### config.mk
export PLATFORM = sky130hd
export DESIGN_NAME = link_error_and_capability_responder
export DESIGN_NICKNAME = d
export VERILOG_FILES = /design/src/hdl/fc_els_pkg.sv /design/src/hdl/link_error_and_capability_responder.sv
export SDC_FILE = /design/constraint.sdc
export NUM_CORES = 1
export LEC_CHECK = 0
export BUFFER_PORTS_ARGS = -buffer_cell sky130_fd_sc_hd__buf_4
export CAP_MARGIN = 20
export CORE_ASPECT_RATIO = 1.2
export CORE_MARGIN = 2
export CORE_UTILIZATION = 52
export CTS_CLUSTER_SIZE = 40
export DETAILED_ROUTE_END_ITERATION = 10
export PLACE_DENSITY = 0.72
export REMOVE_ABC_BUFFERS = 1
export SLEW_MARGIN = 20
export SYNTH_ARGS = -nofsm -noshare
export SYNTH_HDL_FRONTEND = slang
export SYNTH_SLANG_ARGS = --single-unit
### constraint.sdc
create_clock -name clk -period 7.75 [get_ports clk]
set_input_delay 0.775 -clock clk [delete_from_list [all_inputs] [get_ports clk]]
set_output_delay 0.775 -clock clk [all_outputs]
set_load 0.01 [all_outputs]
### src/hdl/fc_els_pkg.sv
// constants and types for the link error and capability responder
package fc_els_pkg;
    localparam int CLK_MHZ = 40;
    localparam logic [7:0] CMD_RLS = 8'h0F;
    localparam logic [7:0] CMD_RNC = 8'h53;
    localparam logic [7:0] ACC_CODE = 8'h02;
    localparam logic [7:0] RSN_LOGICAL = 8'h03;
    localparam logic [7:0] EXPL_LOGICAL = 8'h2A;
    localparam logic [23:0] SEL_RX = 24'h00_0000;
    localparam logic [23:0] SEL_A = 24'h00_0001;
    localparam logic [23:0] SEL_B = 24'h00_0002;
    localparam logic [8:0] IDX_CMD = 9'h000;
    localparam logic [8:0] IDX_RSV_LO = 9'h001;
    localparam logic [8:0] IDX_RSV_HI = 9'h003;
    localparam logic [8:0] IDX_SEL_LO = 9'h005;
    localparam logic [8:0] IDX_SEL_HI = 9'h007;
    localparam logic [8:0] IDX_LEN_HI = 9'h002;
    localparam logic [8:0] IDX_LEN_LO = 9'h003;
    localparam logic [8:0] IDX_FLAGS = 9'h004;
    localparam logic [8:0] IDX_VULEN = 9'h007;
    localparam logic [8:0] IDX_VID = 9'h008;
    localparam logic [8:0] IDX_ENTRY = 9'h010;
    localparam logic [8:0] IDX_RJT_RSN = 9'h005;
    localparam logic [8:0] IDX_RJT_EXPL = 9'h006;
    localparam logic [15:0] RNC_MIN_LEN = 16'h0010;
    localparam logic [15:0] RNC_MAX_LEN = 16'h0100;
    localparam logic [7:0] VU_MAX = 8'h80;
    localparam logic [15:0] ENTRY_LEN = 16'h0004;
    localparam logic [15:0] EXT_LEN_HI = 16'h0006;
    localparam logic [15:0] EXT_LEN_LO = 16'h0007;
    localparam int SELECT_BIT = 7;
    localparam int EXT_BIT = 6;
    localparam int VU_HI = 5;
    localparam int VU_LO = 4;
    localparam logic [1:0] VU_RESERVED = 2'b11;
    localparam int NUM_DOCS = 4;
    localparam logic [7:0] DOC_IDS [NUM_DOCS] = '{8'h04, 8'h13, 8'h25, 8'h26};
    localparam logic [8:0] RLS_ACC_LEN = 9'h01C;
    localparam logic [8:0] RNC_ACC_LEN = 9'h020;
    localparam logic [8:0] RJT_LEN = 9'h008;
    localparam logic [8:0] HDR_LEN = 9'h004;
    localparam int NUM_CNT = 6;
    localparam logic [2:0] CNT_LINK = 3'd0;
    localparam logic [2:0] CNT_SYNC = 3'd1;
    localparam logic [2:0] CNT_SIG = 3'd2;
    localparam logic [2:0] CNT_PSP = 3'd3;
    localparam logic [2:0] CNT_ITW = 3'd4;
    localparam logic [2:0] CNT_CRC = 3'd5;
    localparam logic [7:0] REG_CTRL = 8'h30;
    localparam int CTRL_LIP_EN = 0;
    typedef struct packed {
        logic outOfSync;
        logic invalidWord;
        logic crcBad;
        logic [15:0] nexusTag;
    } rx_event_t;
    typedef struct packed {
        logic valid;
        logic [7:0] data;
        logic last;
        logic port;
    } byte_beat_t;
endpackage : fc_els_pkg

### src/hdl/link_error_and_capability_responder.sv
// link error counters with error-status and capability request responder
//
// Summary of operation
// - each of the two loop ports keeps its own independent error counter set
// - counters wrap to zero past their maximum value
// - counters clear only at power-up, never by requests or system reset
// - error-status request with nonzero bytes 1-3 gets command-unsupported reject
// - selector 0 means receiving port, 1 first port, 2 second port
// - error-status accept is word 0200_0000 then 24-byte counter block
// - block holds six big-endian 4-byte counters in the fixed order
// - link failure counted when out of sync for the whole timeout
// - link failure requests failure-code loop initialization on that port
// - every loss of synchronization counts, however brief
// - signal-loss and sequence-error counters are not maintained
// - each invalid transmission word increments that port's counter
// - successive bad CRCs on the same command nexus counted only once
// - capability request code 53h, accept starts with 02
// - request length 16 to 256 bytes; reply never exceeds 256 bytes
// - select flag set gets reject reason 03h explanation 2Ah
// - vendor information length up to 128 bytes is handled
// - reply carries eight ASCII vendor identifier bytes
// - entry invalidate and preference bits are ignored
// - entries are 4 bytes plus extension; replies use plain 4-byte entries
// - entry bits 5-4 decode standard, sender, receiver unique, reserved
// - only document identifiers 04h, 13h, 25h, 26h are reported
//
// Implementation choices: the strobed register port and the placing of the registers.
`timescale 1ns/100ps
module link_error_and_capability_responder
    import fc_els_pkg::*;
#(
    parameter int RTTOV_US = 100000,
    parameter int RTTOV_CYC = RTTOV_US * CLK_MHZ,
    parameter logic [63:0] VENDOR_ID = 64'h5645_4E44_4F52_2020, // arbitrary value
    parameter logic [7:0] REV_LO = 8'h00,
    parameter logic [7:0] REV_HI = 8'h00,
    parameter logic [7:0] LSRJT_CODE = 8'h01,
    parameter logic [7:0] RSN_UNSUPPORTED = 8'h0B,
    parameter logic [7:0] EXPL_NONE = 8'h00
) (
    input wire logic clk,
    input wire logic sys_rst,
    input wire logic porRst,
    input wire rx_event_t rxEvent [2],
    input wire byte_beat_t req,
    output byte_beat_t rsp,
    output logic reqReady,
    output logic [1:0] lipF8,
    input wire logic [7:0] regAddr,
    input wire logic regWr,
    input wire logic regRd,
    input wire logic [31:0] regWdata,
    output logic [31:0] regRdata
);
    typedef enum {ST_PARSE, ST_DECIDE, ST_SEND} state_t;
    typedef enum {RPL_RLS, RPL_RNC, RPL_RJT} reply_t;

    function automatic logic [31:0] shownCount(input logic [2:0] c, input logic [31:0] w);
        shownCount = (c == CNT_SIG || c == CNT_PSP) ? 32'h0000_0000 : w;
    endfunction : shownCount

    logic [31:0] errCnt [2][NUM_CNT];
    logic [31:0] rtTimer [2];
    logic [1:0] failDone;
    logic [1:0] syncPrev;
    logic [1:0] linkFail;
    logic [1:0] crcSeen;
    logic [15:0] crcTag [2];
    logic lipEnable;

    state_t state;
    reply_t kind;
    logic [8:0] rxIdx;
    logic [8:0] txIdx;
    logic [8:0] txLen;
    logic [7:0] cmd;
    logic rsvBad;
    logic [23:0] portSel;
    logic rxPort;
    logic cntPort;
    logic [15:0] payLen;
    logic [7:0] rncFlags;
    logic [7:0] vuLen;
    logic [15:0] entryPos;
    logic [7:0] extHi;
    logic entryExt;
    logic entryBad;
    logic [7:0] rjtRsn;
    logic [7:0] rjtExpl;
    logic [7:0] txByte;

    always_comb begin
        for (int p = 0; p < 2; p++) begin
            linkFail[p] = rxEvent[p].outOfSync && !failDone[p]
                && rtTimer[p] == 32'(RTTOV_CYC - 1);
        end
    end

    // timeout tracking per port; system reset clears this but not the counters
    always_ff @(posedge clk) begin
        if (sys_rst) begin
            failDone <= 2'b00;
            syncPrev <= 2'b00;
            lipF8 <= 2'b00;
            for (int p = 0; p < 2; p++) begin
                rtTimer[p] <= 32'h0000_0000;
            end
        end else begin
            for (int p = 0; p < 2; p++) begin
                syncPrev[p] <= rxEvent[p].outOfSync;
                lipF8[p] <= linkFail[p] && lipEnable;
                if (!rxEvent[p].outOfSync) begin
                    rtTimer[p] <= 32'h0000_0000;
                    failDone[p] <= 1'b0;
                end else if (linkFail[p]) begin
                    failDone[p] <= 1'b1;
                end else if (!failDone[p]) begin
                    rtTimer[p] <= rtTimer[p] + 32'h0000_0001;
                end
            end
        end
    end

    // error counters: cleared by power-on reset alone, wrap on overflow
    always_ff @(posedge clk) begin
        if (porRst) begin
            crcSeen <= 2'b00;
            for (int p = 0; p < 2; p++) begin
                crcTag[p] <= 16'h0000;
                for (int c = 0; c < NUM_CNT; c++) begin
                    errCnt[p][c] <= 32'h0000_0000;
                end
            end
        end else begin
            for (int p = 0; p < 2; p++) begin
                if (linkFail[p]) begin
                    errCnt[p][CNT_LINK] <= errCnt[p][CNT_LINK] + 32'h0000_0001;
                end
                if (rxEvent[p].outOfSync && !syncPrev[p]) begin
                    errCnt[p][CNT_SYNC] <= errCnt[p][CNT_SYNC] + 32'h0000_0001;
                end
                if (rxEvent[p].invalidWord) begin
                    errCnt[p][CNT_ITW] <= errCnt[p][CNT_ITW] + 32'h0000_0001;
                end
                if (rxEvent[p].crcBad && (!crcSeen[p] || crcTag[p] != rxEvent[p].nexusTag)) begin
                    errCnt[p][CNT_CRC] <= errCnt[p][CNT_CRC] + 32'h0000_0001;
                    crcTag[p] <= rxEvent[p].nexusTag;
                    crcSeen[p] <= 1'b1;
                end
            end
        end
    end

    // software port: counter readback and control
    always_ff @(posedge clk) begin
        logic [5:0] w;
        logic hiPort;
        logic [2:0] c;
        w = regAddr[7:2];
        hiPort = w >= 6'(NUM_CNT);
        c = hiPort ? 3'(w - 6'(NUM_CNT)) : w[2:0];
        if (sys_rst) begin
            lipEnable <= 1'b1;
            regRdata <= 32'h0000_0000;
        end else begin
            if (regWr && regAddr == REG_CTRL) begin
                lipEnable <= regWdata[CTRL_LIP_EN];
            end
            if (!regRd) begin
                regRdata <= 32'h0000_0000;
            end else if (regAddr == REG_CTRL) begin
                regRdata <= {31'h0000_0000, lipEnable};
            end else if (regAddr < REG_CTRL && regAddr[1:0] == 2'b00) begin
                regRdata <= shownCount(c, errCnt[hiPort][c]);
            end else begin
                regRdata <= 32'h0000_0000;
            end
        end
    end

    // request intake and field capture
    always_ff @(posedge clk) begin
        if (sys_rst || state != ST_PARSE) begin
            rxIdx <= 9'h000;
            rsvBad <= 1'b0;
            entryBad <= 1'b0;
            entryExt <= 1'b0;
            entryPos <= 16'(IDX_ENTRY);
            portSel <= SEL_RX;
            payLen <= 16'h0000;
            rncFlags <= 8'h00;
            vuLen <= 8'h00;
            extHi <= 8'h00;
            cmd <= 8'h00;
        end else if (req.valid && reqReady) begin
            rxIdx <= (rxIdx == 9'h1FF) ? rxIdx : rxIdx + 9'h001;
            if (rxIdx == IDX_CMD) begin
                cmd <= req.data;
                rxPort <= req.port;
            end
            if (cmd == CMD_RLS) begin
                if (rxIdx >= IDX_RSV_LO && rxIdx <= IDX_RSV_HI && req.data != 8'h00) begin
                    rsvBad <= 1'b1;
                end
                if (rxIdx >= IDX_SEL_LO && rxIdx <= IDX_SEL_HI) begin
                    portSel <= {portSel[15:0], req.data};
                end
            end
            if (cmd == CMD_RNC) begin
                if (rxIdx == IDX_LEN_HI) begin
                    payLen[15:8] <= req.data;
                end
                if (rxIdx == IDX_LEN_LO) begin
                    payLen[7:0] <= req.data;
                end
                if (rxIdx == IDX_FLAGS) begin
                    rncFlags <= req.data;
                end
                if (rxIdx == IDX_VULEN) begin
                    vuLen <= req.data;
                end
                if (rxIdx >= IDX_ENTRY && 16'(rxIdx) < payLen - 16'(vuLen)) begin
                    if (16'(rxIdx) == entryPos) begin
                        if (req.data[VU_HI:VU_LO] == VU_RESERVED) begin
                            entryBad <= 1'b1;
                        end
                        entryExt <= req.data[EXT_BIT];
                        if (!req.data[EXT_BIT]) begin
                            entryPos <= entryPos + ENTRY_LEN;
                        end
                    end
                    if (entryExt && 16'(rxIdx) == entryPos + EXT_LEN_HI) begin
                        extHi <= req.data;
                    end
                    if (entryExt && 16'(rxIdx) == entryPos + EXT_LEN_LO) begin
                        entryPos <= entryPos + ENTRY_LEN + {extHi, req.data};
                        entryExt <= 1'b0;
                    end
                end
            end
        end
    end

    // request decision and reply sequencing
    always_ff @(posedge clk) begin
        if (sys_rst) begin
            state <= ST_PARSE;
            kind <= RPL_RJT;
            txIdx <= 9'h000;
            txLen <= RJT_LEN;
            cntPort <= 1'b0;
            rjtRsn <= 8'h00;
            rjtExpl <= 8'h00;
        end else begin
            unique case (state)
                ST_PARSE: begin
                    txIdx <= 9'h000;
                    if (req.valid && req.last && reqReady) begin
                        state <= ST_DECIDE;
                    end
                end
                ST_DECIDE: begin
                    state <= ST_SEND;
                    kind <= RPL_RJT;
                    txLen <= RJT_LEN;
                    rjtRsn <= RSN_UNSUPPORTED;
                    rjtExpl <= EXPL_NONE;
                    if (cmd == CMD_RLS) begin
                        if (!rsvBad && portSel <= SEL_B) begin
                            kind <= RPL_RLS;
                            txLen <= RLS_ACC_LEN;
                        end
                        cntPort <= (portSel == SEL_RX) ? rxPort : (portSel == SEL_B);
                    end else if (cmd == CMD_RNC) begin
                        rjtRsn <= RSN_LOGICAL;
                        rjtExpl <= EXPL_LOGICAL;
                        if (!rncFlags[SELECT_BIT] && payLen >= RNC_MIN_LEN
                            && payLen <= RNC_MAX_LEN && vuLen <= VU_MAX
                            && !entryBad) begin
                            kind <= RPL_RNC;
                            txLen <= RNC_ACC_LEN;
                        end
                    end else begin
                        state <= ST_PARSE;
                    end
                end
                ST_SEND: begin
                    txIdx <= txIdx + 9'h001;
                    if (txIdx == txLen - 9'h001) begin
                        state <= ST_PARSE;
                    end
                end
            endcase
        end
    end

    // reply byte at the current position; entry flags stay zero, ignoring request flags
    always_comb begin
        logic [8:0] off;
        logic [2:0] c;
        logic [31:0] w;
        off = txIdx - HDR_LEN;
        c = off[4:2];
        w = shownCount(c, errCnt[cntPort][c]);
        txByte = 8'h00;
        unique case (kind)
            RPL_RLS: begin
                if (txIdx == IDX_CMD) begin
                    txByte = ACC_CODE;
                end else if (txIdx >= HDR_LEN) begin
                    txByte = w[8 * (3 - off[1:0]) +: 8];
                end
            end
            RPL_RNC: begin
                off = txIdx - IDX_ENTRY;
                if (txIdx == IDX_CMD) begin
                    txByte = ACC_CODE;
                end else if (txIdx == IDX_LEN_LO) begin
                    txByte = RNC_ACC_LEN[7:0];
                end else if (txIdx >= IDX_VID && txIdx < IDX_ENTRY) begin
                    txByte = VENDOR_ID[8 * (7 - txIdx[2:0]) +: 8];
                end else if (txIdx >= IDX_ENTRY) begin
                    unique case (off[1:0])
                        2'd0: txByte = 8'h00;
                        2'd1: txByte = DOC_IDS[off[3:2]];
                        2'd2: txByte = REV_LO;
                        2'd3: txByte = REV_HI;
                    endcase
                end
            end
            RPL_RJT: begin
                if (txIdx == IDX_CMD) begin
                    txByte = LSRJT_CODE;
                end else if (txIdx == IDX_RJT_RSN) begin
                    txByte = rjtRsn;
                end else if (txIdx == IDX_RJT_EXPL) begin
                    txByte = rjtExpl;
                end
            end
        endcase
    end

    // registered reply stream and intake readiness
    always_ff @(posedge clk) begin
        if (sys_rst) begin
            rsp <= '0;
            reqReady <= 1'b0;
        end else begin
            rsp.valid <= state == ST_SEND;
            rsp.data <= (state == ST_SEND) ? txByte : 8'h00;
            rsp.last <= state == ST_SEND && txIdx == txLen - 9'h001;
            rsp.port <= (state == ST_SEND) ? rxPort : 1'b0;
            reqReady <= state == ST_PARSE && !(req.valid && req.last && reqReady);
        end
    end
endmodule : link_error_and_capability_responder

==> results.md <==
* Met2 wire length at 39290 um
* Skew-Pair Late Insertion Delay at 0.64 ns
* WHS Path Cells at 1
* Global route overflow at 0
* Core Region at 0.05862 mm2
* Pwr dens at 189.5 mW/mm2
* Dpl ws at 3.364 ns
* Setup WS post-layout at around 3.4 ns
* Synthesized area at 0.03091 mm2
* Status: completed
* Die Y at 271.1 um
* Async SR Flop Fraction at 0%
* Worst reg2reg path startpoint: payLen[0]$_SDFFE_PP0P_
* Layout net count at 3231
* Vias in the first global route at 23315
* Worst r2r dst: extHi[6]$_SDFFE_PP0P_
* Worst Hold Class: input pin to flip-flop
* Ratio of final minimum period to clock period at around 57%
* Avg Cell Area, Syn at 10.27 um2
* Met3 wire length at approximately 5200 um
* Placer Congestion at 0.8848
* Clock sink count at about 520
* Worst vdd ir at 183.1 uV
* Starting density of the core at 52.73%
* Synth unique cells at 84
* Post-synth top flop: edfxtp_1
* Initial antenna violation count at 2
* Worst stage delay on the critical path at 0.81 ns
* Crit Path Class: flip-flop to flip-flop
* Number of vias per cell at 6.085
* 1st-pass router iterations at 6
* Hold path endpoint: rxPort$_DFFE_PP_
* Layout cell share with drive strength beyond 1 at 12.86%
* Final Skew at 0.03904 ns
* CTS tree: built
* Leakage dissipation at 12.32 nW
* Routed len/inst at 20.44 um
* Final min period at 4.386 ns
* Post-route antenna net violation count at 0
* Detailed Place HPWL at 57290 um
* Top Layer Used: met4
* Count of pins over their slew limit at 0
* Max-capacitance violation count at 0
* Worst-margin pin slew at 0.9968 ns
* FP Rows at 97
* Root Driver: clkbuf_16
* Yosys top cell area share at 34.29%
* Reg2reg path depth at 16
* Io pins at 140
* Count leader, synth: nor2_1
* Slew margin rel. at between 30% and 40%
* Clk slew on worst S/H paths at 0.06 ns
* Max Fclk at 228.0 MHz
* Hold_sp: req[0]
* CTS Buffer Depth at 3
* Largest net degree at the start of global routing at 90
* All-layer global routing usage at 26.08%
* Remaining DRCs at 0
* Drt total wl at 79840 um
* Data arrival time of the worst path at 4.86 ns
* Top post-synthesis cells by count: nor2_1 (488), edfxtp_1 (353), nand2_1 (285)
* Final setup viols at 0
* WP data required at 8.22 ns
* Final Hold Viols at 0
* Post-CTS Setup Inserts at 0
* First-pass GRT wire length at 126700 um
* Synth area leader: edfxtp_1
* Critical Path End Type: flip-flop
* Chip Width at roughly 230 um
* Flop2flop setup slack at 3.36 ns
* 1st-iter DRT viols at ~2500
* Crit start category: flip-flop
* Seq/Total Area, Yosys at 45.04%
* Met1 WL at 31470 um
* Synthesized instance count at 3011
* Slowest-stage cell, CP: a2111oi_4
* CTS H-tree depth at 2
* Port bufs at 108
* P&R area growth vs syn at 10.91%
* Layout Utilization at 58.49%
* Hold Buf Count CTS at 0
* Unrepaired setup endpoints after global routing: false
* Post_cts resized at 0
* EDFF count, synth at 353
* Critical path cell sequence: inv_1 -> ha_1 -> inv_1 -> fa_1 -> a21o_1 -> a221oi_1 -> a2bb2oi_1 -> nand2b_1 -> xor2_1 -> ha_1 -> a2111oi_0 -> o21ai_0 -> and4_4 -> a2111oi_4 -> mux2i_1 -> nor2_1
* Synth top area cells: edfxtp_1 (34%), dfxtp_1 (11%), mux4_2 (10%)
* Die area at 0.06142 mm2
* Vias at 23769
* Yosys warns at 0
* FF+latch count, synth at 519
* Num CTS Buffers at 54
* CP Max Fanout at 8
worst max-delay path: cells and delay by family, from the launching register on:
kind                     cells  cell delay (ns)
AND/OR/NAND/NOR              3             0.40
XOR/XNOR                     1             0.15
adder cells (fa/ha/maj)      3             0.75
buffers and inverters        2             0.12
multiplexers                 1             0.27
flip-flops                   1             0.32
AO/OA/AOI/OAI                6             2.22
per-layer routing:
layer  vias to the layer above  GRT usage [%]
met3                       207          4.094
met2                       899          43.86
met1                     11664          33.04
li1                      10999              -
met5                         -              0
met4                         0          11.79
power by group:
part / leakage (nW) / switching, mW / internal, mW / total (mW)
Sequential: 5.25 / 0.164 / 3.09 / 3.25
Clock: 0.917 / 1.16 / 1.52 / 2.69
Combinational: 6.15 / 0.314 / 0.242 / 0.556
sequential cells by signal (all words and copies together), names as in the netlist, 9 cells and up, named ones only:
signal and cells:
regRdata 32, txIdx 9, entryPos 16, crcTag 32, rxIdx 9, rsp 11
rtTimer 64, errCnt 256, payLen 16, portSel 24
worst max-delay path by stage:
stage | startpoint | endpoint | cells past startpoint
floorplan | regAddr[4] | regRdata[0]$_SDFF_PP0_ | 6
global placement | payLen[0]$_SDFFE_PP0P_ | extHi[0]$_SDFFE_PP0P_ | 16
detailed placement | payLen[0]$_SDFFE_PP0P_ | extHi[6]$_SDFFE_PP0P_ | 16
CTS | payLen[0]$_SDFFE_PP0P_ | extHi[6]$_SDFFE_PP0P_ | 16
global route | payLen[0]$_SDFFE_PP0P_ | extHi[4]$_SDFFE_PP0P_ | 16
finish | payLen[0]$_SDFFE_PP0P_ | extHi[6]$_SDFFE_PP0P_ | 16
cells by family (layout without fill, tap and decap cells):
family,count (synthesis),in the layout,synth area share [%]
compound gates,293,293,5.760
xor+xnor,371,371,10.54
fa+ha+maj,72,72,2.963
buf+inv,205,305,2.607
flops,519,519,45.04
mux,217,217,12.68
other cells,0,3,0
simple gates,1334,1334,20.42
cell type report:
cell class | instances | area, um2
Fill cell | 4861 | 24340
Multi-Input combinational cell | 2287 | 16230
Sequential cell | 519 | 13930
Clock buffer | 78 | 1649
Timing Repair Buffer | 134 | 1021
Tap cell | 792 | 991.0
Inverter | 69 | 259.0
Clock inverter | 24 | 195.2
Antenna cell | 3 | 7.507
through the flow:
| stage | total power [mW] | cell area, um2 | TNS [ns] | hold slack [ns] | cells |
|---|---|---|---|---|---|
| 6_report | 6.497 | 34280 | 0 | 0.3399 | 3906 |
| 5_1_grt | 6.704 | 34280 | 0 | 0.3196 | 3903 |
| 4_1_cts | 6.524 | 34250 | 0 | 0.3142 | 3902 |
| 3_5_place_dp | 3.857 | 32410 | 0 | 0.4439 | 3800 |
| 2_1_floorplan | 3.621 | 30370 | -190.61 | 0.4240 | 2875 |
| 3_3_place_gp | 3.830 | 32390 | 0 | 0.4318 | 3799 |
placed cells by master (no fill, tap or decap), drive strengths merged, types with 4 or more instances in the layout:
master	count
nor2	488
edfxtp	353
nand2	285
xor2	247
dfxtp	166
nand3	156
mux4	139
buf	134
a21oi	130
xnor2	124
clkbuf	78
nand4	74
inv	73
mux2i	72
ha	70
o21ai	65
and3	63
and2	44
nor3	42
or3	39
nor4	35
and4	27
nand2b	22
clkinv	17
nor2b	15
o211ai	12
a21o	11
nand3b	10
a211oi	9
or2	9
nor4b	7
or4	6
o21a	6
a31oi	6
mux2	6
a2111oi	6
o22ai	5
nor3b	5
a22oi	4
No activity file was read; power rests on OpenSTA's default activity.
